`src/common/ext_irq_pkg.sv`:
```
package ext_irq_pkg;

    // ****************************************
    // Register indices (byte address = 4 * index)
    // ****************************************
    localparam logic [7:0] IDX_FALL_A  = 8'hBA;
    localparam logic [7:0] IDX_RISE_A  = 8'hBB;
    localparam logic [7:0] IDX_FALL_B  = 8'hBC;
    localparam logic [7:0] IDX_RISE_B  = 8'hBD;
    localparam logic [7:0] IDX_FALL_C  = 8'hC6;
    localparam logic [7:0] IDX_RISE_C  = 8'hC7;
    localparam logic [7:0] IDX_FLAGS   = 8'h88;
    localparam logic [7:0] IDX_IRQ_EN2 = 8'hA9;
    localparam logic [7:0] IDX_STATUS  = 8'hD0;
    localparam logic [7:0] IDX_MASK    = 8'hD1;

    // ****************************************
    // Widths, fields, reset values
    // ****************************************
    localparam int ADDR_W      = 12;
    localparam int LINES_A     = 4;
    localparam int LINES_B     = 4;
    localparam int LINES_C     = 6;
    localparam int LINES_ALL   = LINES_A + LINES_B + LINES_C;
    localparam int FLAG_A_BIT  = 1;
    localparam int FLAG_B_BIT  = 3;
    localparam int EN_C_BIT    = 3;
    localparam int ST_A        = 0;
    localparam int ST_B        = 1;
    localparam int ST_C        = 2;
    localparam int STAT_W      = 3;
    localparam logic [7:0] ENABLE_RESET = 8'h00;
    localparam logic [1:0] SETTLE_CYCLES = 2'h3;

endpackage : ext_irq_pkg

```
`src/logic/ext_irq_edge_select.sv`:
```
// Local design decision: the APB register port.
`timescale 1ns/1ps

// How it works
// - Group A has four falling-edge enables in bits 3..0, one per line.
// - Group A has four rising-edge enables in bits 3..0, one per line.
// - Group B has four falling-edge enables in bits 3..0, one per line.
// - Group B has four rising-edge enables in bits 3..0, one per line.
// - Group C has six falling-edge enables in bits 5..0, one per line.
// - Group C has six rising-edge enables in bits 5..0, one per line.
// - Armed edge on group B sets its flag, bit 3; CPU response clears it.
// - Armed edge on group A sets its flag, bit 1; CPU vectoring clears it.
// - Group C requests reach reqC only while its enable bit 3 is set; its status bit still drives irq through the mask alone.
module ext_irq_edge_select
    import ext_irq_pkg::*;
(
    // Clock and reset
    input  wire logic                sys_clk,
    input  wire logic                resetn,
    // APB slave
    input  wire logic                psel,
    input  wire logic                penable,
    input  wire logic                pwrite,
    input  wire logic [ADDR_W-1:0]   paddr,
    input  wire logic [31:0]         pwdata,
    input  wire logic [3:0]          pstrb,
    output logic      [31:0]         prdata,
    output logic                     pready,
    output logic                     pslverr,
    // External interrupt pins
    input  wire logic [LINES_A-1:0]  extGroupA,
    input  wire logic [LINES_B-1:0]  extGroupB,
    input  wire logic [LINES_C-1:0]  extGroupC,
    // CPU interrupt logic
    input  wire logic                ackA,
    input  wire logic                ackB,
    input  wire logic                ackC,
    output logic                     reqA,
    output logic                     reqB,
    output logic                     reqC,
    output logic                     irq
);

    // ****************************************
    // Registers and state
    // ****************************************
    logic [LINES_A-1:0]   groupALineFallEn;
    logic [LINES_A-1:0]   groupALineRiseEn;
    logic [LINES_B-1:0]   groupBLineFallEn;
    logic [LINES_B-1:0]   groupBLineRiseEn;
    logic [LINES_C-1:0]   groupCLineFallEn;
    logic [LINES_C-1:0]   groupCLineRiseEn;
    logic                 groupARequestFlag;
    logic                 groupBRequestFlag;
    logic                 groupCRequestFlag;
    logic                 groupCIrqEnable;
    logic [STAT_W-1:0]    status;
    logic [STAT_W-1:0]    mask;
    logic [LINES_ALL-1:0] pinS1;
    logic [LINES_ALL-1:0] pinS2;
    logic [LINES_ALL-1:0] pinS3;
    logic [1:0]           settle;
    logic                 warm;
    logic [LINES_ALL-1:0] riseAll;
    logic [LINES_ALL-1:0] fallAll;
    logic [LINES_ALL-1:0] lineHit;
    logic                 setA;
    logic                 setB;
    logic                 setC;
    logic                 wrStrobe;
    logic                 mapped;
    logic [31:0]          next_prdata;

    function automatic logic hit(input logic [ADDR_W-1:0] a, input logic [7:0] idx);
        return a == {2'h0, idx, 2'h0};
    endfunction : hit

    // ****************************************
    // Pin synchronisers and edge detection
    // ****************************************
    // Settle count hides the false edge of a pin that is high at release
    always_ff @(posedge sys_clk or negedge resetn) begin
        if (!resetn) begin
            pinS1  <= '0;
            pinS2  <= '0;
            pinS3  <= '0;
            settle <= 2'h0;
        end else begin
            pinS1 <= {extGroupC, extGroupB, extGroupA};
            pinS2 <= pinS1;
            pinS3 <= pinS2;
            if (settle != SETTLE_CYCLES) begin
                settle <= settle + 2'h1;
            end
        end
    end

    assign warm    = (settle == SETTLE_CYCLES);
    assign riseAll = {groupCLineRiseEn, groupBLineRiseEn, groupALineRiseEn};
    assign fallAll = {groupCLineFallEn, groupBLineFallEn, groupALineFallEn};

    // Each line fires on either armed direction, so both set means dual edge
    for (genvar i = 0; i < LINES_ALL; i++) begin : g_line
        assign lineHit[i] = warm & ((pinS2[i] & ~pinS3[i] & riseAll[i])
                                  | (~pinS2[i] & pinS3[i] & fallAll[i]));
    end

    assign setA = |lineHit[LINES_A-1:0];
    assign setB = |lineHit[LINES_A+LINES_B-1:LINES_A];
    assign setC = |lineHit[LINES_ALL-1:LINES_A+LINES_B];

    // ****************************************
    // APB access
    // ****************************************
    assign wrStrobe = psel & penable & pwrite & pready & ~pslverr & pstrb[0];
    assign mapped   = hit(paddr, IDX_FALL_A) | hit(paddr, IDX_RISE_A)
                    | hit(paddr, IDX_FALL_B) | hit(paddr, IDX_RISE_B)
                    | hit(paddr, IDX_FALL_C) | hit(paddr, IDX_RISE_C)
                    | hit(paddr, IDX_FLAGS)  | hit(paddr, IDX_IRQ_EN2)
                    | hit(paddr, IDX_STATUS) | hit(paddr, IDX_MASK);

    always_comb begin
        next_prdata = '0;
        if (hit(paddr, IDX_FALL_A)) next_prdata[LINES_A-1:0] = groupALineFallEn;
        if (hit(paddr, IDX_RISE_A)) next_prdata[LINES_A-1:0] = groupALineRiseEn;
        if (hit(paddr, IDX_FALL_B)) next_prdata[LINES_B-1:0] = groupBLineFallEn;
        if (hit(paddr, IDX_RISE_B)) next_prdata[LINES_B-1:0] = groupBLineRiseEn;
        if (hit(paddr, IDX_FALL_C)) next_prdata[LINES_C-1:0] = groupCLineFallEn;
        if (hit(paddr, IDX_RISE_C)) next_prdata[LINES_C-1:0] = groupCLineRiseEn;
        if (hit(paddr, IDX_FLAGS)) begin
            next_prdata[FLAG_A_BIT] = groupARequestFlag;
            next_prdata[FLAG_B_BIT] = groupBRequestFlag;
        end
        if (hit(paddr, IDX_IRQ_EN2)) next_prdata[EN_C_BIT] = groupCIrqEnable;
        if (hit(paddr, IDX_STATUS))  next_prdata[STAT_W-1:0] = status;
        if (hit(paddr, IDX_MASK))    next_prdata[STAT_W-1:0] = mask;
    end

    // No wait state: answer is prepared in the setup cycle
    always_ff @(posedge sys_clk or negedge resetn) begin
        if (!resetn) begin
            pready  <= 1'b0;
            pslverr <= 1'b0;
            prdata  <= '0;
        end else begin
            pready  <= psel & ~penable;
            pslverr <= psel & ~penable & ~mapped;
            prdata  <= (psel & ~penable & ~pwrite) ? next_prdata : 32'h0000_0000;
        end
    end

    // ****************************************
    // Edge enable registers
    // ****************************************
    always_ff @(posedge sys_clk or negedge resetn) begin
        if (!resetn) begin
            groupALineFallEn <= ENABLE_RESET[LINES_A-1:0];
            groupALineRiseEn <= ENABLE_RESET[LINES_A-1:0];
            groupBLineFallEn <= ENABLE_RESET[LINES_B-1:0];
            groupBLineRiseEn <= ENABLE_RESET[LINES_B-1:0];
            groupCLineFallEn <= ENABLE_RESET[LINES_C-1:0];
            groupCLineRiseEn <= ENABLE_RESET[LINES_C-1:0];
            groupCIrqEnable  <= ENABLE_RESET[EN_C_BIT];
            mask             <= ENABLE_RESET[STAT_W-1:0];
        end else if (wrStrobe) begin
            if (hit(paddr, IDX_FALL_A)) groupALineFallEn <= pwdata[LINES_A-1:0];
            if (hit(paddr, IDX_RISE_A)) groupALineRiseEn <= pwdata[LINES_A-1:0];
            if (hit(paddr, IDX_FALL_B)) groupBLineFallEn <= pwdata[LINES_B-1:0];
            if (hit(paddr, IDX_RISE_B)) groupBLineRiseEn <= pwdata[LINES_B-1:0];
            if (hit(paddr, IDX_FALL_C)) groupCLineFallEn <= pwdata[LINES_C-1:0];
            if (hit(paddr, IDX_RISE_C)) groupCLineRiseEn <= pwdata[LINES_C-1:0];
            if (hit(paddr, IDX_IRQ_EN2)) groupCIrqEnable <= pwdata[EN_C_BIT];
            if (hit(paddr, IDX_MASK))    mask <= pwdata[STAT_W-1:0];
        end
    end

    // ****************************************
    // Group request flags
    // ****************************************
    // A new edge beats the acknowledge of the same cycle
    always_ff @(posedge sys_clk or negedge resetn) begin
        if (!resetn) begin
            groupARequestFlag <= 1'b0;
            groupBRequestFlag <= 1'b0;
            groupCRequestFlag <= 1'b0;
        end else begin
            if (setA) begin
                groupARequestFlag <= 1'b1;
            end else if (ackA) begin
                groupARequestFlag <= 1'b0;
            end else if (wrStrobe && hit(paddr, IDX_FLAGS)) begin
                groupARequestFlag <= pwdata[FLAG_A_BIT];
            end
            if (setB) begin
                groupBRequestFlag <= 1'b1;
            end else if (ackB) begin
                groupBRequestFlag <= 1'b0;
            end else if (wrStrobe && hit(paddr, IDX_FLAGS)) begin
                groupBRequestFlag <= pwdata[FLAG_B_BIT];
            end
            if (setC) begin
                groupCRequestFlag <= 1'b1;
            end else if (ackC) begin
                groupCRequestFlag <= 1'b0;
            end
        end
    end

    assign reqA = groupARequestFlag;
    assign reqB = groupBRequestFlag;

    always_ff @(posedge sys_clk or negedge resetn) begin
        if (!resetn) begin
            reqC <= 1'b0;
        end else begin
            reqC <= groupCRequestFlag & groupCIrqEnable & ~ackC;
        end
    end

    // ****************************************
    // Sticky status, mask and interrupt line
    // ****************************************
    always_ff @(posedge sys_clk or negedge resetn) begin
        if (!resetn) begin
            status <= '0;
            irq    <= 1'b0;
        end else begin
            if (wrStrobe && hit(paddr, IDX_STATUS)) begin
                status <= (status & ~pwdata[STAT_W-1:0]) | {setC, setB, setA};
            end else begin
                status <= status | {setC, setB, setA};
            end
            irq <= |(status & mask);
        end
    end
endmodule : ext_irq_edge_select

```
`config.mk`:
```
export PLATFORM = sky130hd
export DESIGN_NAME = ext_irq_edge_select
export DESIGN_NICKNAME = d
export VERILOG_FILES = /design/src/common/ext_irq_pkg.sv /design/src/logic/ext_irq_edge_select.sv
export SDC_FILE = /design/constraint.sdc
export NUM_CORES = 1
export LEC_CHECK = 0
export ABC_AREA = 1
export BUFFER_PORTS_ARGS = -buffer_cell sky130_fd_sc_hd__buf_2
export CAP_MARGIN = 0
export CORE_AREA = 2 2 117 119
export CTS_BUF_LIST = sky130_fd_sc_hd__clkbuf_2 sky130_fd_sc_hd__clkbuf_4 sky130_fd_sc_hd__clkbuf_8
export DETAILED_ROUTE_END_ITERATION = 10
export DIE_AREA = 0 0 119 121
export GPL_TIMING_DRIVEN = 0
export RECOVER_POWER = 25
export SLEW_MARGIN = 20
export SYNTH_ARGS = -nofsm -noshare
export SYNTH_HDL_FRONTEND = slang
export SYNTH_SLANG_ARGS = --single-unit
export TNS_END_PERCENT = 1
```
`constraint.sdc`:
```
create_clock -name sys_clk -period 1.8 [get_ports sys_clk]
set_input_delay 0.36 -clock sys_clk [delete_from_list [all_inputs] [get_ports sys_clk]]
set_output_delay 0.36 -clock sys_clk [all_outputs]
set_load 0.01 [all_outputs]
```
# --- Word-level counts from Yosys, hierarchy flattened ---
# Index checks and enable logic that the tools add are counted.
totals:
  reg_bits: 92
  input_bits: 70
  out_inout_bits: 38
  wordCells: 213
classes:
  add_sub_neg: 1
  eq_ne: 12
  mux: 21
  bitwise: 141
  reduce_logical: 17
ops:
  columns: ["operator", "count"]
  rows:
  - ["equality test 12 x 10 -> 1 bit, second input constant", 10]
  - ["bitwise AND 1 bit", 80]
  - ["NOT 1 bit", 33]
  - ["OR 1 bit", 23]
  - ["2-to-1 mux 6 bit", 3]
  - ["2-to-1 mux 4 bit", 4]
  - ["AND reduction 2 bit", 8]
  - ["2-to-1 mux 1 bit", 11]
  - ["2-to-1 mux 3 bit", 3]
  - ["OR reduction 4 bit", 2]
  - ["bitwise AND 3 bit", 2]
  - ["OR 3 bit", 2]
  - ["nonzero test 3 bit", 2]
  - ["OR reduction 6 bit", 1]
  - ["NOT 3 bit", 1]
  - ["OR reduction 3 bit", 1]
  - ["adder 2 x 1 -> 2 bit, second input constant", 1]
  - ["equality test 2 bit, second input constant", 1]
  - ["logical AND 1 bit", 2]
  - ["!= test 2 bit, second input constant", 1]
  - ["nonzero test 2 bit", 1]

# --- Depth between registers and ports, before layout ---
# Gate-level depths: netlist of run 1.
depth:
  depth_word: 12
  depth_mapped: 14
  depth_no_buf: 14

# --- Least setup slack after synthesis of run 1 ---
# No wires, ideal clock.
synth_timing:
  path_kind: "input to register"
  start: "input port paddr[1]"
  end: "register prdata[1]"
  setup_ns: 0.126
  arrival_ns: 1.274
  required_time_ns: 1.674
  setup_slack_ns: 0.401
  path_stages: 12
  n_path_buf: 0
  path_cell_list: "nor2_4 inv_1 nor2_1 nand2_1 nor2_1 nor2_1 nand2_1 nand2_1 nand2_1 nand2_1 nand2_1 a21oi_2"
synth_via:
  elab_chain_len: 11
  elab_cells_between_ends: 19
  classes_between: "eq/ne: 9; mux: 10"
synth_rtl:
  columns: ["item", "line_no", "source"]
  rows:
  - ["start: declaration", "ext_irq_edge_select.sv:24", "input wire logic [ADDR_W-1:0] paddr,"]
  - ["equality test 12 x 10 -> 1 bit", "ext_irq_edge_select.sv:75", "return a == {2'h0, idx, 2'h0};"]
  - ["2-to-1 mux 4 bit", "ext_irq_edge_select.sv:124", "if (hit(paddr, IDX_FALL_A)) next_prdata[LINES_A-1:0] = groupALineFallEn;"]
  - ["2-to-1 mux 4 bit", "ext_irq_edge_select.sv:125", "if (hit(paddr, IDX_RISE_A)) next_prdata[LINES_A-1:0] = groupALineRiseEn;"]
  - ["2-to-1 mux 4 bit", "ext_irq_edge_select.sv:126", "if (hit(paddr, IDX_FALL_B)) next_prdata[LINES_B-1:0] = groupBLineFallEn;"]
  - ["2-to-1 mux 4 bit", "ext_irq_edge_select.sv:127", "if (hit(paddr, IDX_RISE_B)) next_prdata[LINES_B-1:0] = groupBLineRiseEn;"]
  - ["2-to-1 mux 6 bit", "ext_irq_edge_select.sv:128", "if (hit(paddr, IDX_FALL_C)) next_prdata[LINES_C-1:0] = groupCLineFallEn;"]
  - ["2-to-1 mux 6 bit", "ext_irq_edge_select.sv:129", "if (hit(paddr, IDX_RISE_C)) next_prdata[LINES_C-1:0] = groupCLineRiseEn;"]
  - ["2-to-1 mux 1 bit", "ext_irq_edge_select.sv:130", "if (hit(paddr, IDX_FLAGS)) begin"]
  - ["2-to-1 mux 3 bit", "ext_irq_edge_select.sv:135", "if (hit(paddr, IDX_STATUS)) next_prdata[STAT_W-1:0] = status;"]
  - ["2-to-1 mux 3 bit *", "ext_irq_edge_select.sv:136", "if (hit(paddr, IDX_MASK)) next_prdata[STAT_W-1:0] = mask;"]
  - ["2-to-1 mux 6 bit *", "ext_irq_edge_select.sv:148", "prdata <= (psel & ~penable & ~pwrite) ? next_prdata : 32'h0000_0000;"]
  - ["end signal: assignment", "ext_irq_edge_select.sv:148", null]
  - ["end: declaration", "ext_irq_edge_select.sv:27", "output logic [31:0] prdata,"]
# Every way passes the cells marked *; elsewhere a longest branch is shown, timed or not.
# A chain may end at the register's enable or synchronous reset.

# --- Worst setup path after layout of run 1 ---
layout_timing:
  start: "register groupBLineRiseEn[2]"
  end: "register groupBRequestFlag (netlist: reqB)"
layout_via:
  elab_chain_len: 5
  elab_cells_between_ends: 6
  classes_between: "mux: 1; bitwise: 3; reduce/logical: 2"
layout_rtl:
  columns: ["item", "line_no", "source"]
  rows:
  - ["start: declaration", "ext_irq_edge_select.sv:50", "logic [LINES_B-1:0] groupBLineRiseEn;"]
  - ["start signal: assignment", "ext_irq_edge_select.sv:160", "groupBLineRiseEn <= ENABLE_RESET[LINES_B-1:0];"]
  - ["start signal: assignment", "ext_irq_edge_select.sv:169", "if (hit(paddr, IDX_RISE_B)) groupBLineRiseEn <= pwdata[LINES_B-1:0];"]
  - ["bitwise AND 1 bit *", "ext_irq_edge_select.sv:104", "assign lineHit[i] = warm & ((pinS2[i] & ~pinS3[i] & riseAll[i])"]
  - ["OR 1 bit *", "ext_irq_edge_select.sv:105", "| (~pinS2[i] & pinS3[i] & fallAll[i]));"]
  - ["bitwise AND 1 bit *", "ext_irq_edge_select.sv:104", null]
  - ["OR reduction 4 bit *", "ext_irq_edge_select.sv:109", "assign setB = |lineHit[LINES_A+LINES_B-1:LINES_A];"]
  - ["nonzero test 3 bit (no source line) / 2-to-1 mux 1 bit (equally long branches)", null, null]
  - ["end signal: assignment", "ext_irq_edge_select.sv:199", "groupBRequestFlag <= pwdata[FLAG_B_BIT];"]
  - ["end: declaration", "ext_irq_edge_select.sv:54", "logic groupBRequestFlag;"]
# Marked as above.

==> impl_metrics.py, run 1 <==
metrics = {
    "clocking": {
        "clock_sinks": 92,
        "clk-insertion-delay-late_ns": 0.36,
        "clock_tree.htree_level_count": 3,
        "tritoncts_clock_tree": "built",
        "cts.root.buffer_cell": "sky130_fd_sc_hd__clkbuf_8",
        "cts-root-to-sink-buffers": 2,
        "cts_buffers": 9,
        "clkSlewWorstSetupHoldPaths_ns": 0.09,
    },
    "floorplan": {
        "die_w_um": 119,
        "floorplan.core_area_um2": 13100,
        "initial_core_util_pct": 30.3,
        "core.rowCount": 42,
        "die_height_um": 121,
        "die_area_um2": 14400,
        "floorplan.io_pins": 108,
    },
    "critical_path": {
        "worstPathCellList": "nand3_1 -> o21ai_0 -> o41ai_1 -> o31ai_1",
        "cp_max_fo": 3,
        "cpMaxStageDelayCell": "sky130_fd_sc_hd__o41ai_1",
        "cp.arrival_ns": 1.86,
        "worst_setup_path_end_kind": "register",
        "timing.critical_path.slowest_cell_delay_ns": 0.73,
        "timing_worst_setup_path_type": "reg2reg",
        "startpoint_type": "register",
        "timing.critical_path.max_delay_family": "compound AO/OA/AOI/OAI gates",
        "cp.buffers_inverters": 0,
        "critical_path_required_ns": 2.01,
    },
    "yosys": {
        "avg_cell_area_syn_um2": 9.40,
        "post_synth_instance_area_um2": 3970,
        "netlist-cell-type-count": 36,
        "synth_seq_area_share_pct": 58.0,
        "yosys_warnings": 0,
        "ys_top_cells_by_count": "93 x sky130_fd_sc_hd__nand2_1, 92 x sky130_fd_sc_hd__dfrtp_1, 42 x sky130_fd_sc_hd__inv_1",
        "commonest_register_cell_after_synthesis": "sky130_fd_sc_hd__dfrtp_1",
        "number_of_enable_type_register_cells_in_the_synthesized_netlist": 0,
        "syn_inst": 422,
        "asyncSetResetFlopFracSynth_pct": 100,
        "ys_ff_latch": 92,
        "yosys.area.top_type": "sky130_fd_sc_hd__dfrtp_1",
        "netlist_top_cells_area": "sky130_fd_sc_hd__dfrtp_1 58%, sky130_fd_sc_hd__nand2_1 8.8%, sky130_fd_sc_hd__buf_4 5.1%",
        "yosysMostFrequentCell": "sky130_fd_sc_hd__nand2_1",
        "synth_top_cell_area_share_pct": 58.0,
    },
    "global_route": {
        "gr-usage-all-layers_pct": 13.3,
        "grt_first_pass_wirelength_mm": 15.3,
        "grt-ovfl-total": 0,
        "grt_start_max_net_pins": 73,
        "grt_pass1_vias": 3079,
        "antenna_violations_before_repair": 1,
    },
    "flow_run": {
        "maxCapViolCount": 0,
    },
    "drt": {
        "ant_nets": 0,
        "drt_drc_violations_left": 0,
        "route.final.wire_length_mm": 8.80,
        "detailedRoute.firstIterationViolations": 135,
        "drt_first_pass_iters": 4,
        "post_drt_via_cell_ratio": 4.34,
        "via_count": 3006,
        "wl_cell_um": 12.7,
    },
    "timing": {
        "final.setup.worst_slack_ns": 0.146,
        "unrepaired_setup_endpoints_after_global_routing": "false",
        "final-max-slew-violation-count": 0,
        "max_slew_headroom_at_the_worst_pin_pct": 49.7,
        "clock_skew_ns": 0.0118,
        "report.final.hold_viol_count": 0,
        "fmaxAchievable_mhz": 605,
        "timing.final.setup_violations": 0,
        "final_min_period_over_clock_period_pct": 91.9,
        "max_slew.worst_pin.slew_ns": 0.745,
        "final.min_clock_period_ns": 1.65,
    },
    "hold_path": {
        "hp-class": "in2reg",
    },
    "finish": {
        "final-seq-area_um2": 2300,
        "drive_gt1_share_pct": 24.6,
        "num-nets-final": 584,
        "multi_input_combinational_cell_area_um2": 1370,
        "synth_to_layout_area_growth_pct": 21.7,
        "final_core_util_pct": 36.9,
        "n_antenna_cell": 0,
        "fillerInstances": 1329,
    },
    "power": {
        "power-per-cell-area_nw_per_um2": 827,
        "static-leakage-power_nw": 2.39,
        "vdd.ir_drop.worst_v": 0.000307,
    },
    "placed_design": {
        "gpl_wtd_cong": 0.862,
        "io_buffers": 52,
        "detail_placement_hpwl_mm": 6.64,
        "post-place-ws_ns": 0.0229,
    },
    "outcome": {
        "outcome": "complete, no violations",
    },
}
## path summary, 6_finish.rpt
path,start,end,slack (ns),cells past startpoint
min in group asynchronous,resetn,pinS1[0],0.40,2
min,extGroupC[2],pinS1[10],0.11,1
max in group asynchronous,resetn,pinS2[6],0.79,3
max,groupBLineRiseEn[2],reqB,0.15,4
max reg2reg,groupBLineRiseEn[2],reqB,0.15,4
min reg2reg,pinS1[3],pinS2[3],0.35,0
## what timing repair did
| action | CTS | global route |
|---|---|---|
| gates resized for setup | 0 | 1 |
| hold buffers | 1 | 0 |
| setup buffers | 0 | 1 |
| hold endpoints to repair | 20 | 0 |
| endpoints found under the setup margin | 0 | 3 |
## placed cells by master (no fill, tap or decap), types with 2 or more instances in the layout
cell type	n
sky130_fd_sc_hd__o22ai_1	3
sky130_fd_sc_hd__bufinv_16	2
sky130_fd_sc_hd__a311oi_1	2
sky130_fd_sc_hd__conb_1	26
sky130_fd_sc_hd__nor2_1	27
sky130_fd_sc_hd__o31ai_1	5
sky130_fd_sc_hd__a21oi_1	21
sky130_fd_sc_hd__inv_2	3
sky130_fd_sc_hd__dfrtp_1	92
sky130_fd_sc_hd__nand3_1	20
sky130_fd_sc_hd__nor2_4	2
sky130_fd_sc_hd__nand2_1	93
sky130_fd_sc_hd__buf_2	52
sky130_fd_sc_hd__o21ai_0	34
sky130_fd_sc_hd__o21ai_1	6
sky130_fd_sc_hd__nor2_2	4
sky130_fd_sc_hd__nor3_1	2
sky130_fd_sc_hd__nand4_1	7
sky130_fd_sc_hd__nand3b_1	3
sky130_fd_sc_hd__nand2_2	7
sky130_fd_sc_hd__buf_4	28
sky130_fd_sc_hd__o21ai_2	6
sky130_fd_sc_hd__clkbuf_8	11
sky130_fd_sc_hd__buf_6	2
sky130_fd_sc_hd__inv_1	42
## where the power goes
part           total [mW]  leakage [nW]  switching, mW  internal (mW)
clock network        1.57         0.116          0.700          0.872
registers            2.15          1.15         0.0294           2.12
logic               0.267          1.13          0.161          0.106
total                3.99          2.39          0.891           3.10
## final cells by class
class / instances / share of cell area, %
buffer: 29 / 4.54
clock buffer: 12 / 3.29
clock inverter: 3 / 1.43
inverter: 47 / 3.68
multi-input combinational: 279 / 28.4
sequential: 92 / 47.7
tap: 176 / 4.56
timing repair buffer: 55 / 6.45
## kinds of logic (layout without fill, tap and decap cells)
group                      count (synthesis)  in the layout  synth area share (%)
xor gates and xnor gates                   1              1                 0.221
buffers and inverters                     76            146                  10.0
muxes                                      1              1                 0.284
and+or+nand+nor                          170            170                  19.5
other                                      1             26                0.0945
DFF                                       92             92                  58.0
AOI/OAI and AO/OA                         80             80                  11.5
adders and majority gates                  1              1                 0.315
## flip-flops by register name, summed over array words and instances, names as in the netlist, 2 cells and up
register / count
pinS1: 14
pinS2: 14
pinS3: 14
groupCLineFallEn: 6
groupCLineRiseEn: 6
prdata: 6
groupALineFallEn: 4
groupALineRiseEn: 4
groupBLineFallEn: 4
groupBLineRiseEn: 4
mask: 3
status: 3
settle: 2
## metal layers
metal,global-route usage [%],up-vias,wire length (um)
met5,0,-,13
met4,5.88,2,171
met3,2.96,15,487
met2,20.5,99,3920
met1,18.0,1386,4200
li1,-,1504,-
## through the flow
stage          TNS [ns]  area (um^2)  total power, mW  cells  hold slack (ns)
2_1_floorplan         0         4060             2.32    447           0.0644
3_3_place_gp     -42.45         4540             2.45    675            0.335
3_5_place_dp          0         4580             2.46    676            0.222
4_1_cts               0         4810             4.05    692           0.0787
5_1_grt               0         4830             4.17    693           0.0801
6_report              0         4830             3.99    693            0.106
No activity file was read; power rests on OpenSTA's default activity.
==> inputs of run 2 (changes only) <==
--- a/config.mk
+++ b/config.mk
@@ -5,14 +5,14 @@
 export SDC_FILE = /design/constraint.sdc
 export NUM_CORES = 1
 export LEC_CHECK = 0
-export ABC_AREA = 1
 export BUFFER_PORTS_ARGS = -buffer_cell sky130_fd_sc_hd__buf_2
 export CAP_MARGIN = 0
-export CORE_AREA = 2 2 117 119
+export CORE_AREA = 2 2 93 95
 export CTS_BUF_LIST = sky130_fd_sc_hd__clkbuf_2 sky130_fd_sc_hd__clkbuf_4 sky130_fd_sc_hd__clkbuf_8
 export DETAILED_ROUTE_END_ITERATION = 10
-export DIE_AREA = 0 0 119 121
+export DIE_AREA = 0 0 95 97
 export GPL_TIMING_DRIVEN = 0
+export PLACE_DENSITY = 0.76
 export RECOVER_POWER = 25
 export SLEW_MARGIN = 20
 export SYNTH_ARGS = -nofsm -noshare
==> run 2 against run 1 <==
Register-to-register slack worse by 0.07 ns; highest routed layer is now met4; routed wire length down 5.4%; die area down 36%; critical endpoint is now groupALineRiseEn[1].
==> impl_metrics.py, run 2 <==
metrics = {
    "timing": {
        "report.final.hold_viol_count": 0,
        "unrepaired_setup_endpoints_after_global_routing": "false",
        "clock_skew_ns": 0.0153,
        "final.setup.worst_slack_ns": 0.0807,
        "max_slew_headroom_at_the_worst_pin_pct": 33.3,
        "final.min_clock_period_ns": 1.72,
        "final-max-slew-violation-count": 0,
        "fmaxAchievable_mhz": 582,
        "max_slew.worst_pin.slew_ns": 1.00,
        "final_min_period_over_clock_period_pct": 95.5,
        "timing.final.setup_violations": 0,
    },
    "clocking": {
        "clock_tree.htree_level_count": 3,
        "cts_buffers": 9,
        "cts.root.buffer_cell": "sky130_fd_sc_hd__clkbuf_8",
        "clock_sinks": 92,
        "tritoncts_clock_tree": "built",
        "clkSlewWorstSetupHoldPaths_ns": 0.10,
        "clk-insertion-delay-late_ns": 0.37,
        "cts-root-to-sink-buffers": 2,
        "post_cts_setup_buffer_count": 0,
    },
    "floorplan": {
        "die_w_um": 95,
        "die_height_um": 97,
        "floorplan.io_pins": 108,
        "die_area_um2": 9220,
        "core.rowCount": 33,
        "initial_core_util_pct": 49.7,
        "floorplan.core_area_um2": 8130,
    },
    "yosys": {
        "yosys.area.top_type": "sky130_fd_sc_hd__dfrtp_1",
        "post_synth_instance_area_um2": 4050,
        "asyncSetResetFlopFracSynth_pct": 100,
        "yosys_warnings": 0,
        "ys_top_cells_by_count": "92 x sky130_fd_sc_hd__dfrtp_1, 26 x sky130_fd_sc_hd__buf_4, 22 x sky130_fd_sc_hd__mux2_2",
        "number_of_enable_type_register_cells_in_the_synthesized_netlist": 0,
        "commonest_register_cell_after_synthesis": "sky130_fd_sc_hd__dfrtp_1",
        "yosysMostFrequentCell": "sky130_fd_sc_hd__dfrtp_1",
        "netlist-cell-type-count": 52,
        "ys_ff_latch": 92,
        "syn_inst": 324,
        "synth_seq_area_share_pct": 56.9,
        "synth_top_cell_area_share_pct": 56.9,
        "avg_cell_area_syn_um2": 12.5,
        "netlist_top_cells_area": "sky130_fd_sc_hd__dfrtp_1 57%, sky130_fd_sc_hd__mux2_2 6.1%, sky130_fd_sc_hd__buf_4 4.8%",
    },
    "drt": {
        "route.final.wire_length_mm": 8.32,
        "post_drt_via_cell_ratio": 5.10,
        "detailedRoute.firstIterationViolations": 132,
        "wl_cell_um": 15.9,
        "ant_nets": 0,
        "drt_first_pass_iters": 4,
        "drt_drc_violations_left": 0,
        "via_count": 2666,
    },
    "finish": {
        "reg_top3": "pinS1 (14), pinS2 (14), pinS3 (14)",
        "drive_gt1_share_pct": 35.6,
        "layout.cells.non_filler": 523,
        "synth_to_layout_area_growth_pct": 17.3,
        "layout_commonest_cell": "sky130_fd_sc_hd__dfrtp_1",
        "commonest_non_fill_non_tap_cells_in_the_layout": "92 x sky130_fd_sc_hd__dfrtp_1, 53 x sky130_fd_sc_hd__buf_2, 26 x sky130_fd_sc_hd__buf_4, 26 x sky130_fd_sc_hd__conb_1, 22 x sky130_fd_sc_hd__mux2_2",
        "num-nets-final": 484,
        "n_antenna_cell": 0,
    },
    "critical_path": {
        "timing_worst_setup_path_type": "reg2reg",
        "cp_max_fo": 4,
        "timing.critical_path.slowest_cell_delay_ns": 0.40,
        "worst_setup_path_end_kind": "register",
        "critical_path_required_ns": 2.05,
        "worst_reg_to_reg_cells": 5,
        "startpoint_type": "register",
        "timing.critical_path.max_delay_family": "simple AND/OR/NAND/NOR gates",
        "cpMaxStageDelayCell": "sky130_fd_sc_hd__dfrtp_1",
        "cp_num_cells": 5,
        "worstPathCellList": "and4b_1 -> and3_1 -> and2_2 -> nand2_1 -> mux2_2",
        "cp.arrival_ns": 1.97,
        "cp.buffers_inverters": 0,
    },
    "global_route": {
        "grt_pass1_vias": 2571,
        "antenna_violations_before_repair": 0,
        "grt_start_max_net_pins": 55,
        "gr-usage-all-layers_pct": 19.0,
        "grt-ovfl-total": 0,
        "grt_first_pass_wirelength_mm": 13.2,
    },
    "hold_path": {
        "hold-path-cell-count": 1,
        "hp-class": "in2reg",
    },
    "power": {
        "power-per-cell-area_nw_per_um2": 778,
        "vdd.ir_drop.worst_v": 0.000698,
        "static-leakage-power_nw": 2.38,
    },
    "placed_design": {
        "io_buffers": 51,
        "detail_placement_hpwl_mm": 6.20,
        "post-place-ws_ns": -0.126,
        "gpl_wtd_cong": 0.938,
        "dp_cells": 506,
    },
    "outcome": {
        "outcome": "complete, no violations",
    },
    "flow_run": {
        "maxCapViolCount": 0,
    },
}
[run 2: path summary, 6_finish.rpt]
kind / slack (ns) / from / endpoint
hold / removal: 0.08 / extGroupC[5] / pinS1[13]
max in group asynchronous: 0.33 / resetn / status[2]
setup reg to reg: 0.08 / pslverr / groupALineRiseEn[1]
hold reg to reg: 0.35 / pinS1[10] / pinS2[10]
min in group asynchronous: 0.68 / resetn / pinS1[13]
setup / recovery: 0.08 / pslverr / groupALineRiseEn[1]
[run 2: through the flow]
stage / setup TNS [ns] / hold WS (ns) / power (mW) / instance area (um^2) / util [%]
3_5_place_dp: -1.79 / 0.335 / 2.44 / 4560 / 56.0
6_report: 0 / 0.0818 / 3.69 / 4740 / 58.3
4_1_cts: 0 / 0.0706 / 3.72 / 4750 / 58.3
2_1_floorplan: 0 / 0.0644 / 2.30 / 4140 / -
5_1_grt: 0 / 0.0583 / 3.84 / 4740 / 58.3
3_3_place_gp: -34.52 / 0.332 / 2.42 / 4530 / 55.7
[run 2: area by class of cell]
class	instances	area, um^2
repair buffers	53	292
inverters	7	26.3
plain buffers	30	215
flip-flops and latches	92	2300
multi-input cells	220	1600
clock inverters	6	47.5
fillers	675	3390
well taps	105	131
clock buffers	10	131
[run 2: what timing repair did]
action	CTS	global route
setup endpoints to repair	0	3
endpoints found under the hold margin	38	0
gates resized for setup	0	1
hold buffers	1	0
[run 2: power breakdown]
part,internal (mW),switching [mW],total (mW)
registers,2.12,0.0246,2.14
logic,0.108,0.151,0.259
clock network,0.530,0.762,1.29
total,2.75,0.937,3.69
[run 2: metal layers]
metal  global-route usage, %  routed length [um]  up-vias
met4                    5.13                 162        0
met5                       0                   0        -
met3                    5.37                 496       13
met2                    29.4                3840       96
met1                    26.4                3830     1284
li1                        -                   -     1273
[run 2: worst register-to-register path, delay by kind of cell (launching register included)]
kind	cells	cell delay (ns)
multiplexers	1	0.31
AND/OR/NAND/NOR	4	0.90
flip-flops	1	0.40
[run 2: cell families (layout without fill, tap and decap cells)]
kind of cell	after synthesis	after routing	synth area share, %
AOI/OAI and AO/OA	36	36	5.78
xor gates and xnor gates	1	1	0.216
adders and majority gates	1	1	0.309
buffers and inverters	37	106	5.97
DFF	92	92	56.9
muxes	48	48	14.0
other	1	26	0.0927
and+or+nand+nor	108	108	16.7
==> inputs of run 3 (changes only) <==
--- a/config.mk
+++ b/config.mk
@@ -12,7 +12,7 @@
 export DETAILED_ROUTE_END_ITERATION = 10
 export DIE_AREA = 0 0 95 97
 export GPL_TIMING_DRIVEN = 0
-export PLACE_DENSITY = 0.76
+export PLACE_DENSITY = 0.75
 export RECOVER_POWER = 25
 export SLEW_MARGIN = 20
 export SYNTH_ARGS = -nofsm -noshare
==> run 3 against run 2 <==
Count of clock-buffer cells in the layout increased by 1; setup slack improved by 0.066 ns; non-clock buffer count unchanged; clock skew decreased by 0.0027 ns; final cell count unchanged; routed wire length about the same; global-route usage increased by 0.23 points; die area unchanged; first-iteration DRC count decreased by 3.0%; utilization increased by 0.11 points; sequential power about the same.
==> impl_metrics.py, run 3 (synthesis results as in run 2) <==
metrics = {
    "timing": {
        "final_min_period_over_clock_period_pct": 91.8,
        "final.setup.worst_slack_ns": 0.147,
        "clock_skew_ns": 0.0126,
        "unrepaired_setup_endpoints_after_global_routing": "false",
        "final.min_clock_period_ns": 1.65,
        "max_slew_headroom_at_the_worst_pin_pct": 41.9,
        "final-max-slew-violation-count": 0,
        "report.final.hold_viol_count": 0,
        "max_slew.worst_pin.slew_ns": 0.872,
        "fmaxAchievable_mhz": 605,
        "hold-worst-slack_ns": 0.0878,
        "fin_setup_tns_ns": 0,
        "timing.final.setup_violations": 0,
    },
    "clocking": {
        "cts.root.buffer_cell": "sky130_fd_sc_hd__clkbuf_8",
        "cts_buffers": 9,
        "clk-insertion-delay-late_ns": 0.37,
        "tritoncts_clock_tree": "built",
        "cts-root-to-sink-buffers": 2,
        "clock_sinks": 92,
        "clock_tree.htree_level_count": 3,
        "clkSlewWorstSetupHoldPaths_ns": 0.10,
        "post_cts_setup_buffer_count": 0,
    },
    "flow_run": {
        "maxCapViolCount": 0,
    },
    "placed_design": {
        "post-place-ws_ns": -0.145,
        "gpl_wtd_cong": 0.836,
        "io_buffers": 51,
        "dp_cells": 506,
        "detail_placement_hpwl_mm": 6.22,
    },
    "outcome": {
        "outcome": "complete, no violations",
    },
    "drt": {
        "wl_cell_um": 15.9,
        "route.final.wire_length_mm": 8.32,
        "detailedRoute.firstIterationViolations": 128,
        "ant_nets": 0,
        "via_count": 2703,
        "post_drt_via_cell_ratio": 5.17,
        "drt_drc_violations_left": 0,
        "drt_first_pass_iters": 4,
    },
    "finish": {
        "reg_top3": "pinS1 (14), pinS2 (14), pinS3 (14)",
        "n_antenna_cell": 0,
        "layout_commonest_cell": "sky130_fd_sc_hd__dfrtp_1",
        "num-nets-final": 484,
        "layout.cells.non_filler": 523,
        "drive_gt1_share_pct": 35.6,
        "synth_to_layout_area_growth_pct": 17.5,
        "commonest_non_fill_non_tap_cells_in_the_layout": "92 x sky130_fd_sc_hd__dfrtp_1, 53 x sky130_fd_sc_hd__buf_2, 26 x sky130_fd_sc_hd__buf_4, 26 x sky130_fd_sc_hd__conb_1, 22 x sky130_fd_sc_hd__mux2_2",
    },
    "critical_path": {
        "worstPathCellList": "and4b_1 -> and3_1 -> nand2_1 -> nor2_4 -> mux2_2",
        "cp.buffers_inverters": 0,
        "worst_setup_path_end_kind": "register",
        "startpoint_type": "register",
        "cp.arrival_ns": 1.90,
        "timing.critical_path.max_delay_family": "simple AND/OR/NAND/NOR gates",
        "timing_worst_setup_path_type": "reg2reg",
        "cpMaxStageDelayCell": "sky130_fd_sc_hd__dfrtp_1",
        "timing.critical_path.slowest_cell_delay_ns": 0.38,
        "critical_path_required_ns": 2.05,
        "cp_max_fo": 4,
    },
    "power": {
        "power.share.sequential_pct": 57.4,
        "comb_power_share_pct": 7.0,
        "p_total_mw": 3.73,
        "static-leakage-power_nw": 2.39,
        "clockPowerShare_pct": 35.7,
        "power-per-cell-area_nw_per_um2": 784,
        "power.switching_fraction_pct": 25.0,
        "internal-power_mw": 2.80,
        "vdd.ir_drop.worst_v": 0.000465,
        "power.switching_mw": 0.931,
    },
    "global_route": {
        "antenna_violations_before_repair": 0,
        "grt_util_met2_pct": 30.3,
        "grt_pass1_vias": 2711,
        "gr-usage-all-layers_pct": 19.3,
        "grt-ovfl-total": 0,
        "top_usage_layer": "met2",
        "met1_grt_util_pct": 26.2,
        "grt_first_pass_wirelength_mm": 13.3,
        "grt_start_max_net_pins": 59,
        "global_route.usage.met3_pct": 4.28,
    },
    "hold_path": {
        "hp-class": "in2reg",
    },
    "floorplan": {
        "die_height_um": 97,
        "floorplan.core_area_um2": 8130,
        "die_area_um2": 9220,
        "die_w_um": 95,
        "floorplan.io_pins": 108,
        "initial_core_util_pct": 49.7,
        "core.rowCount": 33,
    },
}
## run 3: area by class of cell
| class | instances | area (um^2) |
|---|---|---|
| inverter | 7 | 26.3 |
| tap | 105 | 131 |
| clock inverter | 5 | 42.5 |
| timing repair buffer | 53 | 292 |
| sequential | 92 | 2300 |
| multi-input combinational | 220 | 1600 |
| buffer | 30 | 215 |
| fill | 685 | 3380 |
| clock buffer | 11 | 145 |
## run 3: final timing paths
check / from / end / slack (ns) / cells past startpoint
max: pslverr / groupBLineRiseEn[2] / 0.15 / 5
min: extGroupC[4] / pinS1[12] / 0.09 / 1
max reg2reg: pslverr / groupBLineRiseEn[2] / 0.15 / 5
min reg2reg: pinS1[10] / pinS2[10] / 0.35 / 0
max in group asynchronous: resetn / status[2] / 0.38 / 3
min in group asynchronous: resetn / pinS3[8] / 0.66 / 2
## run 3: worst register-to-register path, cell delays in order (launching register included)
cell                      delay (ns)
sky130_fd_sc_hd__dfrtp_1        0.38
sky130_fd_sc_hd__and4b_1        0.28
sky130_fd_sc_hd__and3_1         0.21
sky130_fd_sc_hd__nand2_1        0.14
sky130_fd_sc_hd__nor2_4         0.20
sky130_fd_sc_hd__mux2_2         0.36
## run 3: routing by layer
metal / wire (um) / up-vias / share of wire (%)
met4: 136 / 0 / 1.6
met5: 0 / - / 0
met3: 515 / 13 / 6.2
li1: - / 1282 / -
met2: 3870 / 93 / 47
met1: 3800 / 1315 / 46
## run 3: through the flow
stage | utilization (%) | instance area [um^2]
detailed placement | 56.0 | 4560
CTS | 58.5 | 4750
finish | 58.4 | 4750
global route | 58.4 | 4750
global placement | 55.7 | 4530
floorplan | - | 4140
## run 3: power groups by stage
stage	Combinational, mW	Sequential, mW	Clock, mW
global route	0.290	2.15	1.46
CTS	0.260	2.14	1.36
detailed placement	0.258	2.18	0
finish	0.260	2.14	1.33
floorplan	0.123	2.17	0
global placement	0.248	2.18	0
## run 3: what timing repair did
item	in CTS	in global routing
setup endpoints to repair	0	3
endpoints found under the hold margin	34	0
gates resized for setup	0	1
hold buffers	1	0
